## config.mk

```make
export PLATFORM = sky130hd
export DESIGN_NAME = parallel_target_port_control
export DESIGN_NICKNAME = d
export VERILOG_FILES = /design/src/hw/parallel_target_port_pkg.sv /design/src/hw/parallel_target_port_control.sv
export SDC_FILE = /design/constraint.sdc
export NUM_CORES = 1
export LEC_CHECK = 0
export BUFFER_PORTS_ARGS = -buffer_cell sky130_fd_sc_hd__buf_4
export CAP_MARGIN = 25
export CORE_MARGIN = 4
export CORE_UTILIZATION = 54
export CTS_CLUSTER_DIAMETER = 40
export DETAILED_ROUTE_END_ITERATION = 10
export PLACE_DENSITY_LB_ADDON = 0.2
export SETUP_SLACK_MARGIN = 0.02
export SKIP_CTS_REPAIR_TIMING = 1
export SYNTH_ARGS = -nofsm -noshare
export SYNTH_HDL_FRONTEND = slang
export SYNTH_SLANG_ARGS = --single-unit
```

## constraint.sdc

```tcl
create_clock -name core_clk -period 3.3 [get_ports core_clk]
set_clock_uncertainty 0.1 [all_clocks]
set_input_delay 0 -clock core_clk [delete_from_list [all_inputs] [get_ports core_clk]]
set_output_delay 0 -clock core_clk [all_outputs]
set_load 0.01 [all_outputs]
```

## src/hw/parallel_target_port_pkg.sv

```systemverilog
/*
 parallel_target_port_pkg: register offsets, field positions, reset values and bus states
 for the parallel target port control block.
 Assumes a 32-bit Avalon-MM slave port with byte addressing, one register per aligned word.
*/
package parallel_target_port_pkg;

	localparam int ADDR_W = 8;
	localparam int DATA_W = 32;

	// byte addresses on the register bus
	localparam logic [ADDR_W-1:0] OFS_PORT_D_DATA  = 8'h20;
	localparam logic [ADDR_W-1:0] OFS_PORT_E_DATA  = 8'h24;
	localparam logic [ADDR_W-1:0] OFS_PORT_D_DIR   = 8'h28;
	localparam logic [ADDR_W-1:0] OFS_PORT_E_DIR   = 8'h2C;
	localparam logic [ADDR_W-1:0] OFS_IRQ_CONTROL  = 8'h30;
	localparam logic [ADDR_W-1:0] OFS_CONV_CONFIG  = 8'h34;
	localparam logic [ADDR_W-1:0] OFS_RX_FIFO_DATA = 8'h38;
	localparam logic [ADDR_W-1:0] OFS_PORT_STATUS  = 8'h3C;
	localparam logic [ADDR_W-1:0] OFS_PERIPH_IRQ_EN = 8'h8C;

	// port E pin roles while the parallel target port is selected
	localparam int PIN_READ_N   = 0;
	localparam int PIN_WRITE_N  = 1;
	localparam int PIN_SELECT_N = 2;
	localparam int PORT_E_PINS  = 3;

	// field positions
	localparam int PARALLEL_PORT_SELECT_BIT = 4;
	localparam int PERIPH_IRQ_GATE_BIT      = 6;
	localparam int PORT_TRANSFER_IRQ_EN_BIT = 7;
	localparam int STATUS_XFER_FLAG_BIT     = 0;
	localparam int STATUS_FIFO_EMPTY_BIT    = 1;
	localparam int STATUS_FIFO_FULL_BIT     = 2;
	localparam int STATUS_PUSH_STALL_BIT    = 3;

	// reset values
	localparam logic [7:0] RST_PERIPH_IRQ_EN = 8'h00;
	localparam logic [7:0] RST_IRQ_CONTROL   = 8'h00;
	localparam logic [7:0] RST_PORT_D_DIR    = 8'hFF;
	localparam logic [7:0] RST_PORT_E_DIR    = 8'h07;
	localparam logic [7:0] RST_CONV_CONFIG   = 8'h07;
	localparam logic [7:0] RST_PORT_DATA     = 8'h00;
	localparam logic [DATA_W-1:0] UNMAPPED_READ = 32'h0000_0000;

	localparam int RX_FIFO_DEPTH = 32;

	typedef enum logic [1:0] {
		BUS_IDLE   = 2'b00,
		BUS_ANSWER = 2'b01
	} bus_state_t;

endpackage : parallel_target_port_pkg

```

## src/hw/parallel_target_port_control.sv

```systemverilog
/*
 parallel_target_port_control: port D / port E pin logic with the parallel target port,
 the peripheral interrupt enable register and an Avalon-MM register slave; also holds
 rx_byte_fifo, which buffers bytes written by the external processor.
 Assumes pin inputs already synchronous to core_clk and an Avalon-MM master that
 holds each request until it samples waitrequest low.
*/
`timescale 1ns/1ps
`default_nettype none

module rx_byte_fifo #(
	parameter int WIDTH = 8,
	parameter int DEPTH = 32
) (
	input  wire logic             core_clk,
	input  wire logic             arst_n,
	input  wire logic             in_valid,
	output logic                  in_ready,
	input  wire logic [WIDTH-1:0] in_data,
	output logic                  out_valid,
	input  wire logic             out_ready,
	output logic [WIDTH-1:0]      out_data
);
	localparam int PTR_W = $clog2(DEPTH);

	typedef struct packed {
		logic [PTR_W-1:0] wr_ptr;
		logic [PTR_W-1:0] rd_ptr;
		logic [PTR_W:0]   count;
	} fifo_state_t;

	fifo_state_t      st_r;
	fifo_state_t      st_nxt;
	logic [WIDTH-1:0] mem_r [DEPTH];
	logic             push;
	logic             pop;

	assign in_ready  = (st_r.count != (PTR_W+1)'(DEPTH));
	assign out_valid = (st_r.count != '0);
	assign out_data  = mem_r[st_r.rd_ptr];
	assign push      = in_valid && in_ready;
	assign pop       = out_valid && out_ready;

	always_comb begin
		st_nxt = st_r;
		if (push) begin
			st_nxt.wr_ptr = st_r.wr_ptr + 1'b1;
		end
		if (pop) begin
			st_nxt.rd_ptr = st_r.rd_ptr + 1'b1;
		end
		// depth must be a power of two so the pointers wrap by themselves
		case ({push, pop})
			2'b10:   st_nxt.count = st_r.count + 1'b1;
			2'b01:   st_nxt.count = st_r.count - 1'b1;
			default: st_nxt.count = st_r.count;
		endcase
	end

	always_ff @(posedge core_clk or negedge arst_n) begin
		if (!arst_n) begin
			st_r <= '0;
		end else begin
			st_r <= st_nxt;
		end
	end

	always_ff @(posedge core_clk) begin
		if (push) begin
			mem_r[st_r.wr_ptr] <= in_data;
		end
	end

endmodule : rx_byte_fifo

// What this block does
// - each port E pin has its own direction bit choosing input or output
// - port E direction bit 4 turns the three port E pins into strobes
// - port E pins set as analog read back as zero
// - port E direction bits still govern the pins while they are analog
// - after reset port E pins are analog and read back zero
// - read strobe low with select low drives port D register onto port D pins
// - write strobe low with select low latches port D pins into port D register
// - select is active low; deselected, read and write strobes do nothing
// - port D pins are the external data bus in strobe mode, else plain I/O
// - peripheral enable register: one read/write bit per source, reset zero
// - no peripheral request passes unless the gate bit 6 is set
// - enable bits 7..0: port, converter, rx, tx, sync serial, cmp1, t2, t1
module parallel_target_port_control
	import parallel_target_port_pkg::*;
#(
	parameter int FIFO_DEPTH = RX_FIFO_DEPTH
) (
	input  wire logic                   core_clk,
	input  wire logic                   arst_n,
	input  wire logic [ADDR_W-1:0]      address,
	input  wire logic                   read,
	input  wire logic                   write,
	input  wire logic [DATA_W-1:0]      writedata,
	input  wire logic [3:0]             byteenable,
	output logic [DATA_W-1:0]           readdata,
	output logic                        waitrequest,
	input  wire logic [7:0]             port_d_in,
	output logic [7:0]                  port_d_out,
	output logic [7:0]                  port_d_oe,
	input  wire logic [PORT_E_PINS-1:0] port_e_in,
	output logic [PORT_E_PINS-1:0]      port_e_out,
	output logic [PORT_E_PINS-1:0]      port_e_oe,
	input  wire logic [6:0]             periph_pending,
	output logic                        periph_irq
);

	typedef struct packed {
		bus_state_t              bus_st;
		logic                    waitrequest;
		logic [DATA_W-1:0]       readdata;
		logic [7:0]              port_d_data;
		logic [7:0]              port_d_dir;
		logic [PORT_E_PINS-1:0]  port_e_data;
		logic [7:0]              port_e_direction_reg;
		logic [7:0]              converter_config_reg;
		logic [7:0]              irq_control_reg;
		logic [7:0]              peripheral_irq_enable_reg;
		logic                    xfer_flag;
		logic                    push_pend;
		logic                    rd_act;
		logic                    wr_act;
		logic [7:0]              pd_out;
		logic [7:0]              pd_oe;
		logic [PORT_E_PINS-1:0]  pe_out;
		logic [PORT_E_PINS-1:0]  pe_oe;
		logic                    irq;
	} port_state_t;

	port_state_t st_r;
	port_state_t st_nxt;

	logic       fifo_in_ready;
	logic       fifo_out_valid;
	logic       fifo_pop;
	logic [7:0] fifo_out_data;
	logic       target_mode;
	logic       rd_now;
	logic       wr_now;
	logic       wr_done;
	logic       strobe_done;
	logic [7:0] irq_sources;
	logic [7:0] status_byte;

	// bytes written by the external processor queue here for software to collect
	rx_byte_fifo #(
		.WIDTH (8),
		.DEPTH (FIFO_DEPTH)
	) u_rx_fifo (
		.core_clk  (core_clk),
		.arst_n    (arst_n),
		.in_valid  (st_r.push_pend),
		.in_ready  (fifo_in_ready),
		.in_data   (st_r.port_d_data),
		.out_valid (fifo_out_valid),
		.out_ready (fifo_pop),
		.out_data  (fifo_out_data)
	);

	assign target_mode = st_r.port_e_direction_reg[PARALLEL_PORT_SELECT_BIT];
	assign rd_now = target_mode && !port_e_in[PIN_READ_N] && !port_e_in[PIN_SELECT_N];
	assign wr_now = target_mode && !port_e_in[PIN_WRITE_N] && !port_e_in[PIN_SELECT_N];
	assign wr_done     = st_r.wr_act && !wr_now;
	assign strobe_done = (st_r.rd_act && !rd_now) || wr_done;
	assign irq_sources = {st_r.xfer_flag, periph_pending};
	assign status_byte = {4'h0, st_r.push_pend, !fifo_in_ready, !fifo_out_valid, st_r.xfer_flag};

	always_comb begin
		st_nxt = st_r;
		fifo_pop = 1'b0;
		st_nxt.waitrequest = 1'b1;
		st_nxt.bus_st = BUS_IDLE;

		// one answer cycle per request; the answer state blocks a second take
		case (st_r.bus_st)
			BUS_IDLE: begin
				if (read || write) begin
					st_nxt.bus_st = BUS_ANSWER;
					st_nxt.waitrequest = 1'b0;
					st_nxt.readdata = UNMAPPED_READ;
				end
				if (read) begin
					case (address)
						OFS_PORT_D_DATA:   st_nxt.readdata = {24'h0, st_r.port_d_data};
						OFS_PORT_E_DATA: begin
							// analog pins read zero
							st_nxt.readdata = {29'h0,
								port_e_in & ~st_r.converter_config_reg[PORT_E_PINS-1:0]};
						end
						OFS_PORT_D_DIR:    st_nxt.readdata = {24'h0, st_r.port_d_dir};
						OFS_PORT_E_DIR:    st_nxt.readdata = {24'h0, st_r.port_e_direction_reg};
						OFS_IRQ_CONTROL:   st_nxt.readdata = {24'h0, st_r.irq_control_reg};
						OFS_CONV_CONFIG:   st_nxt.readdata = {24'h0, st_r.converter_config_reg};
						OFS_PERIPH_IRQ_EN: st_nxt.readdata = {24'h0, st_r.peripheral_irq_enable_reg};
						OFS_PORT_STATUS:   st_nxt.readdata = {24'h0, status_byte};
						OFS_RX_FIFO_DATA: begin
							// an empty queue reads zero and pops nothing
							st_nxt.readdata = {24'h0, fifo_out_valid ? fifo_out_data : 8'h00};
							fifo_pop = fifo_out_valid;
						end
						default:           st_nxt.readdata = UNMAPPED_READ;
					endcase
				end else if (write && byteenable[0]) begin
					case (address)
						OFS_PORT_D_DATA:   st_nxt.port_d_data = writedata[7:0];
						OFS_PORT_E_DATA:   st_nxt.port_e_data = writedata[PORT_E_PINS-1:0];
						OFS_PORT_D_DIR:    st_nxt.port_d_dir = writedata[7:0];
						OFS_PORT_E_DIR:    st_nxt.port_e_direction_reg = writedata[7:0];
						OFS_IRQ_CONTROL:   st_nxt.irq_control_reg = writedata[7:0];
						OFS_CONV_CONFIG:   st_nxt.converter_config_reg = writedata[7:0];
						OFS_PERIPH_IRQ_EN: st_nxt.peripheral_irq_enable_reg = writedata[7:0];
						OFS_PORT_STATUS: begin
							if (writedata[STATUS_XFER_FLAG_BIT]) begin
								st_nxt.xfer_flag = 1'b0;
							end
						end
						default: ;
					endcase
				end
			end
			BUS_ANSWER: begin
				st_nxt.bus_st = BUS_IDLE;
			end
			default: begin
				st_nxt.bus_st = BUS_IDLE;
			end
		endcase

		// external write overrides a software write in the same cycle
		st_nxt.rd_act = rd_now;
		st_nxt.wr_act = wr_now;
		if (wr_now) begin
			st_nxt.port_d_data = port_d_in;
		end

		// a full queue stalls the push until a slot frees
		if (st_r.push_pend && fifo_in_ready) begin
			st_nxt.push_pend = 1'b0;
		end
		if (wr_done) begin
			st_nxt.push_pend = 1'b1;
		end

		// a finished strobe beats a clear in the same cycle
		if (strobe_done) begin
			st_nxt.xfer_flag = 1'b1;
		end

		if (rd_now) begin
			st_nxt.pd_oe = 8'hFF;
			st_nxt.pd_out = st_r.port_d_data;
		end else if (target_mode) begin
			st_nxt.pd_oe = 8'h00;
			st_nxt.pd_out = st_r.port_d_data;
		end else begin
			st_nxt.pd_oe = ~st_r.port_d_dir;
			st_nxt.pd_out = st_r.port_d_data;
		end

		// direction bits govern port E whether digital or analog; strobe mode forces inputs
		st_nxt.pe_oe = target_mode ? '0 : ~st_r.port_e_direction_reg[PORT_E_PINS-1:0];
		st_nxt.pe_out = st_r.port_e_data;

		st_nxt.irq = st_r.irq_control_reg[PERIPH_IRQ_GATE_BIT]
			&& |(st_r.peripheral_irq_enable_reg & irq_sources);
	end

	always_ff @(posedge core_clk or negedge arst_n) begin
		if (!arst_n) begin
			st_r.bus_st                    <= BUS_IDLE;
			st_r.waitrequest               <= 1'b1;
			st_r.readdata                  <= UNMAPPED_READ;
			st_r.port_d_data               <= RST_PORT_DATA;
			st_r.port_d_dir                <= RST_PORT_D_DIR;
			st_r.port_e_data               <= RST_PORT_DATA[PORT_E_PINS-1:0];
			st_r.port_e_direction_reg      <= RST_PORT_E_DIR;
			st_r.converter_config_reg      <= RST_CONV_CONFIG;
			st_r.irq_control_reg           <= RST_IRQ_CONTROL;
			st_r.peripheral_irq_enable_reg <= RST_PERIPH_IRQ_EN;
			st_r.xfer_flag                 <= 1'b0;
			st_r.push_pend                 <= 1'b0;
			st_r.rd_act                    <= 1'b0;
			st_r.wr_act                    <= 1'b0;
			st_r.pd_out                    <= 8'h00;
			st_r.pd_oe                     <= 8'h00;
			st_r.pe_out                    <= '0;
			st_r.pe_oe                     <= '0;
			st_r.irq                       <= 1'b0;
		end else begin
			st_r <= st_nxt;
		end
	end

	assign readdata    = st_r.readdata;
	assign waitrequest = st_r.waitrequest;
	assign port_d_out  = st_r.pd_out;
	assign port_d_oe   = st_r.pd_oe;
	assign port_e_out  = st_r.pe_out;
	assign port_e_oe   = st_r.pe_oe;
	assign periph_irq  = st_r.irq;

endmodule : parallel_target_port_control

`default_nettype wire

```

==> results.md, run 1 <==
- Status: complete, but fails checks
- Failing checks: negative hold slack
- CTS H-tree lvls: 2
- Critical Path AT: ~3.5 ns
- Placer congestion estimate: about 0.85
- Leakage: around 6.3 nW
- Minimum clock period: around 3.1 ns
- Sw Pwr: approximately 2.1 mW
- Area growth from synthesis to layout: 17.6%
- Final wirelength: approximately 34 mm
- Top cells by area, synth: edfxtp_1 51%, dfrtp_1 15%, mux4_2 7.6%
- Filler cell count: between 2000 and 2500
- Via density: between 5 and 6
- Setup TNS: 0 ns
- Cell Pwr Density: about 570 nW/µm²
- Layout cell share with drive strength beyond 1: 0.284
- Critical path required time: around 3.7 ns
- RSZ-0062 raised after global routing: no
- Cell family contributing the most delay on the critical path: buffers and inverters
- Reg-to-reg setup timing slack: ~0.17 ns
- CP bufs+invs: 3
- Worst setup SP type: flip-flop
- Nets: between 1000 and 1500
- # diodes: 0
- Routed wire length on met3: approximately 2.4 mm
- Logic gate share of total power: 0.040
- Cell-internal power: 8.00 mW
- Post-place setup slack: about 0.16 ns
- Via Count: 8554
- CP max FO: 14
- Slew headroom: 0.391
- Final Hold Viols: 2
- DR pass1 iterations: 5
- IO Port Bufs: 70
- HPWL Detailed: around 21 mm
- Global-route wire length before repair: slightly above 50 mm
- MaxCap Viol Count: 0
- Wl on met1: ~15 mm
- Die width: roughly 180 µm
- Max Slew Vio Count: 0
- Initial Util: 0.547
- Yosys cell types: 67
- # clock sinks: 360
- First DRT Iteration DRCs: slightly below 800
- Clock latency on the worst-skew pair: roughly 0.54 ns
- Fmax: 0.319 GHz
- HP Class: in -> reg
- Yosys Warn Count: 0
- Top sig layer: met4
- Seq pwr share: 0.484
- Largest net degree at the start of global routing: 66
- Fin util: 0.643
- CTS Buf Count: between 40 and 50
- CTS max path bufs: 3
- Fin crit share: 0.949
- Final ANT Viol Nets: 0
- Sw Ratio: 0.211
- Initial antenna violation count: 0
- Largest area contributor in the netlist: edfxtp_1
- Levels on crit path: 7
- Worst path most repeated cell: dlygate4sd3_1
- Routed WL per cell: approximately 24 µm
- Worst path cell trace: nand2b_1 > nor2_1 > buf_4 > nand2_1 > dlygate4sd3_1 > o21ai_0 > dlygate4sd3_1
- Ys async rst share: 0.289
- Die Ht: around 180 µm
- Crit-path slowest cell: dfrtp_1
- Number of global-route vias before repair: 8409
- Crit path capture: st_r[71]
- Register area: about 10000 µm²
- Critical register-to-register path endpoint: st_r[71]
- Fin Hold WS: -0.0273 ns
- Worst setup margin: ~0.17 ns
- Worst-path clk slew: roughly 0.06 ns
- Mean post-synth cell area: about 16 µm²
- Max incr delay on CP: roughly 0.66 ns
- Reg2reg path depth: 7
- Post-Synthesis Cells: roughly 930
- Most used DFF post-synth: edfxtp_1
- Crit path kind: reg -> reg
- Synth Register Bits: 360
- Met2 wire length: approximately 16 mm
- Clock network power share: 0.475
- Drc violations: 0
- EDFF count, synth: about 260
- Multi-input gate area: between 4000 and 5000 µm²
- CP startpoint: st_r[55]
- CTS tree: yes
- Critical Path End Type: flip-flop
- Clock root cell: clkbuf_16
- Reg-to-reg startpoint: st_r[55]
- Synth Cell Area: 15200 µm²
- Die footprint: 30900 µm²
- Core footprint: about 28000 µm²
- Tot GR Track Use: 0.221
- Grt total ovfl: 0
- Worst ir drop on vdd: 512 µV
- Setup violation total in the final timing report: 0
- Num rows: 61
- Tightest Pin Transition: about 0.91 ns
- Area share of the largest cell type after synthesis: 0.506
- Fraction of the yosys area taken by sequential cells: 0.679
- Number of I/O pins: ~120
cell usage after synthesis, drive strengths merged, types with 3 or more instances:
cell	n
a211o	4
or4	3
nor4	7
mux2i	53
o211ai	5
and2	3
nand2b	4
or2	3
nand3	15
a31oi	3
mux2	47
xor2	3
nor4b	5
buf	78
mux4	51
inv	9
o221ai	14
nor2b	8
nand4	5
clkbuf	20
or3b	3
a22oi	11
xnor2	10
nor3	6
a21oi	13
o21ai	31
edfxtp	256
and3	3
a211oi	4
dfrtp	89
nand2	44
nand3b	8
ha	10
nor2	47
a22o	7
dfstp	15
nor3b	6
power groups by stage:
| stage | registers [mW] | logic [mW] | clock network, mW |
|---|---|---|---|
| floorplan | 5.00 | 0.219 | 0 |
| global placement | 5.00 | 0.374 | 0 |
| detailed placement | 5.00 | 0.377 | 0 |
| CTS | 4.91 | 0.379 | 4.89 |
| global route | 4.91 | 0.441 | 5.07 |
| finish | 4.91 | 0.409 | 4.81 |
through the flow:
stage | instance area [µm²] | total power, mW | instances
3_3_place_gp | 15900 | 5.37 | 1338
5_1_grt | 17900 | 10.4 | 1462
6_report | 17900 | 10.1 | 1462
2_1_floorplan | 15300 | 5.22 | 954
3_5_place_dp | 15900 | 5.38 | 1338
4_1_cts | 17400 | 10.2 | 1418
tightest hold or removal path: cells and delay by family:
kind	cells	cell delay [ns]
AOI/OAI and AO/OA	1	0.13
buffers and inverters	1	0.11
and+or+nand+nor	3	0.33
how the worst min path moves through the flow:
stage             startpoint  cells after the start  slack [ns]              to
6_report       byteenable[0]                      5       -0.03  irq_sources[7]
5_1_grt        byteenable[0]                      5       0.004  irq_sources[7]
2_1_floorplan         arst_n                      0       -0.40  irq_sources[7]
4_1_cts               arst_n                      1       -0.51    port_d_oe[4]
3_3_place_gp          arst_n                      1        0.06    port_e_oe[0]
3_5_place_dp          arst_n                      1        0.07    port_e_oe[0]
routing by layer:
metal | vias to the layer above | track usage
li1 | 3789 | -
met1 | 4372 | 0.324
met2 | 327 | 0.339
met3 | 66 | 0.0398
met4 | 0 | 0.0770
met5 | - | 0
cells by family after synthesis:
logic type / after synthesis / share of synthesized area
AND/OR/NAND/NOR: 178 / 0.0643
flip-flops: 360 / 0.679
adder cells (fa/ha/maj): 11 / 0.00956
multiplexers: 151 / 0.146
buffers and inverters: 107 / 0.0438
other: 1 / 0.000247
XOR/XNOR: 13 / 0.00750
AO/OA/AOI/OAI: 110 / 0.0502
state kept, by name, summed over array words and instances (netlist names):
signal / count
port_e_oe: 3
u_rx_fifo.st_r: 16
port_d_oe: 8
st_nxt: 3
periph_irq: 1
port_d_out: 8
st_r: 52
u_rx_fifo.mem_r: 256
waitrequest: 1
port_e_out: 3
readdata: 8
irq_sources: 1
layout by cell type (no fill, tap or decap), types with 24 or more instances in the layout:
master | synthesis | final
nor2_1 | 47 | 47
clkbuf_16 | 0 | 45
mux2i_1 | 53 | 53
mux2_2 | 46 | 46
dfrtp_1 | 89 | 88
conb_1 | 1 | 24
nand2_1 | 42 | 42
buf_4 | 61 | 102
mux4_2 | 51 | 51
edfxtp_1 | 256 | 256
o21ai_0 | 31 | 31
dlygate4sd3_1 | 0 | 42
layout make-up:
type / count / share of cell area
Sequential cell: 360 / 0.577
Multi-Input combinational cell: 487 / 0.241
Tap cell: 378 / 0.0265
Timing Repair Buffer: 148 / 0.0704
Clock inverter: 26 / 0.0174
Clock buffer: 54 / 0.0655
Inverter: 9 / 0.00189
(Power assumes the default switching activity.)
==> inputs of run 2 (changes only) <==
- REMOVE_ABC_BUFFERS: unset -> 1
==> run 2 against run 1 <==
Against the previous run:
- the run still ends with negative hold slack left
- setup slack worse by 0.052 ns
- wire length increased by 0.19%
- combinational power is essentially flat
- critical endpoint is now st_r[77]
- via count hardly changed
- die area unchanged
- fmax fell by 1.6%
- non-clock buffer count rose by 1
- critical path depth rose by 1
- critical path type unchanged
==> results.md, run 2 (synthesized netlist as in run 1, its figures left out) <==
- Max Slew Vio Count: 0
- Slew headroom: 0.349
- Die width: approximately 180 µm
- Setup violation total in the final timing report: 0
- Register area: between 10000 and 15000 µm²
- Max incr delay on CP: ~0.68 ns
- Most frequent cells in the layout: 256 x edfxtp_1, 98 x buf_4, 88 x dfrtp_1
- CTS max path bufs: 3
- HP Class: in -> reg
- Register with the most flip-flops: u_rx_fifo.mem_r
- Fin crit share: 0.965
- Cell family contributing the most delay on the critical path: buffers and inverters
- Worst-path clk slew: ~0.06 ns
- Power Total: between 9 and 10 mW
- CP max FO: 18
- CTS tree: yes
- HPWL Detailed: between 20 and 25 mm
- Final Cell Area: ~18000 µm²
- Tot GR Track Use: 0.224
- Largest net degree at the start of global routing: 54
- Critical path required time: roughly 3.7 ns
- Status: complete, but fails checks
- Num rows: between 60 and 70
- Via Count: 8556
- Global-route wire length before repair: ~52 mm
- Setup TNS: 0 ns
- Worst path cell trace: nand2b_1 > nor2_1 > dlygate4sd3_1 > buf_4 > nand2_1 > dlygate4sd3_1 > o21ai_0 > dlygate4sd3_1
- Via density: about 6
- Worst path most repeated cell: dlygate4sd3_1
- CTS H-tree lvls: 2
- Die Ht: 176 µm
- Clock latency on the worst-skew pair: approximately 0.53 ns
- Final ANT Viol Nets: 0
- Worst setup margin: 0.115 ns
- Crit-path slowest cell: dfrtp_1
- Number of global-route vias before repair: 8544
- Largest regs: u_rx_fifo.mem_r x256, st_r x52, u_rx_fifo.st_r x16
- Area growth from synthesis to layout: 16.9%
- Tightest Pin Transition: between 0.9 and 1 ns
- Multi-input gate area: 4310 µm²
- Fin Hold WS: -0.0161 ns
- Post-place setup slack: ~0.18 ns
- Minimum clock period: about 3.2 ns
- Filler cell count: roughly 2000
- Crit path kind: reg -> reg
- MaxCap Viol Count: 0
- Placer congestion estimate: between 0.8 and 0.9
- First DRT Iteration DRCs: roughly 940
- Clock root cell: clkbuf_16
- Commonest non-fill, non-tap cell in the layout: edfxtp_1
- Post-DP Area: approximately 16000 µm²
- Initial Util: 0.547
- DR pass1 iterations: 5
- IO Port Bufs: 70
- Leakage: ~6.2 nW
- Final Hold Viols: 14
- # clock sinks: 360
- Nets: about 1100
- Die footprint: just over 30000 µm²
- Routed WL per cell: between 20 and 25 µm
- Core footprint: between 20000 and 30000 µm²
- Fin util: 0.639
- Grt total ovfl: 0
- Largest register FFs: 256
- # diodes: 0
- Number of I/O pins: approximately 120
- Worst hold start: byteenable[0]
- Worst setup SP type: flip-flop
- Initial antenna violation count: 1
- CP bufs+invs: 4
- Drc violations: 0
- Layout cell share with drive strength beyond 1: 0.279
- CTS Buf Count: 42
- Failing checks: negative hold slack
- Critical Path AT: around 3.5 ns
- CP startpoint: st_r[55]
- Reg-to-reg startpoint: st_r[55]
- Critical Path End Type: flip-flop
- Cell Pwr Density: between 500 and 600 nW/µm²
- Fmax: about 0.31 GHz
- Worst ir drop on vdd: 373 µV
- Final wirelength: roughly 34 mm
[run 2: through the flow]
step	hold slack [ns]	instances
after floorplan	-0.396	856
after global placement	0.00641	1335
after detailed placement	0.0129	1335
after CTS	-0.544	1411
after global routing	0.0116	1459
final	-0.0161	1459
[run 2: area by class of cell]
type                       instances  share of cell area
sequential                       360               0.581
clock buffer                      54              0.0646
clock inverter                    22              0.0114
timing repair buffer             149              0.0719
multi-input combinational        487               0.243
inverter                           9             0.00190
tap                              378              0.0266
[run 2: worst paths after layout]
path                                   to  slack, ns  cells past startpoint
hold / removal             irq_sources[7]      -0.02                      5
setup / recovery                 st_r[77]       0.12                      8
hold reg to reg             port_e_out[1]       0.28                      0
min in group asynchronous   port_d_out[7]      -0.01                      2
setup reg to reg                 st_r[77]       0.12                      8
max in group asynchronous        st_r[43]       2.32                      3
[run 2: routing by layer]
| layer | up-vias | routed length, µm | track usage | part of all wire |
|---|---|---|---|---|
| met5 | - | 0 | 0 | 0 |
| met4 | 0 | 829 | 0.0637 | 0.024 |
| met3 | 59 | 1820 | 0.0381 | 0.053 |
| met2 | 295 | 16900 | 0.351 | 0.49 |
| met1 | 4418 | 14900 | 0.330 | 0.43 |
| li1 | 3784 | - | - | - |
[run 2: where the power goes]
group | total (mW) | internal, mW | leakage [nW] | switching (mW)
combinational | 0.406 | 0.176 | 2.11 | 0.231
clock | 4.44 | 2.64 | 0.654 | 1.80
sequential | 4.90 | 4.88 | 3.48 | 0.0258
total | 9.75 | 7.69 | 6.24 | 2.06
[run 2: worst min-delay path, delay by kind of cell]
| family | cells | cell delay [ns] |
|---|---|---|
| AOI/OAI and AO/OA | 1 | 0.13 |
| buffers and inverters | 1 | 0.11 |
| and+or+nand+nor | 3 | 0.31 |
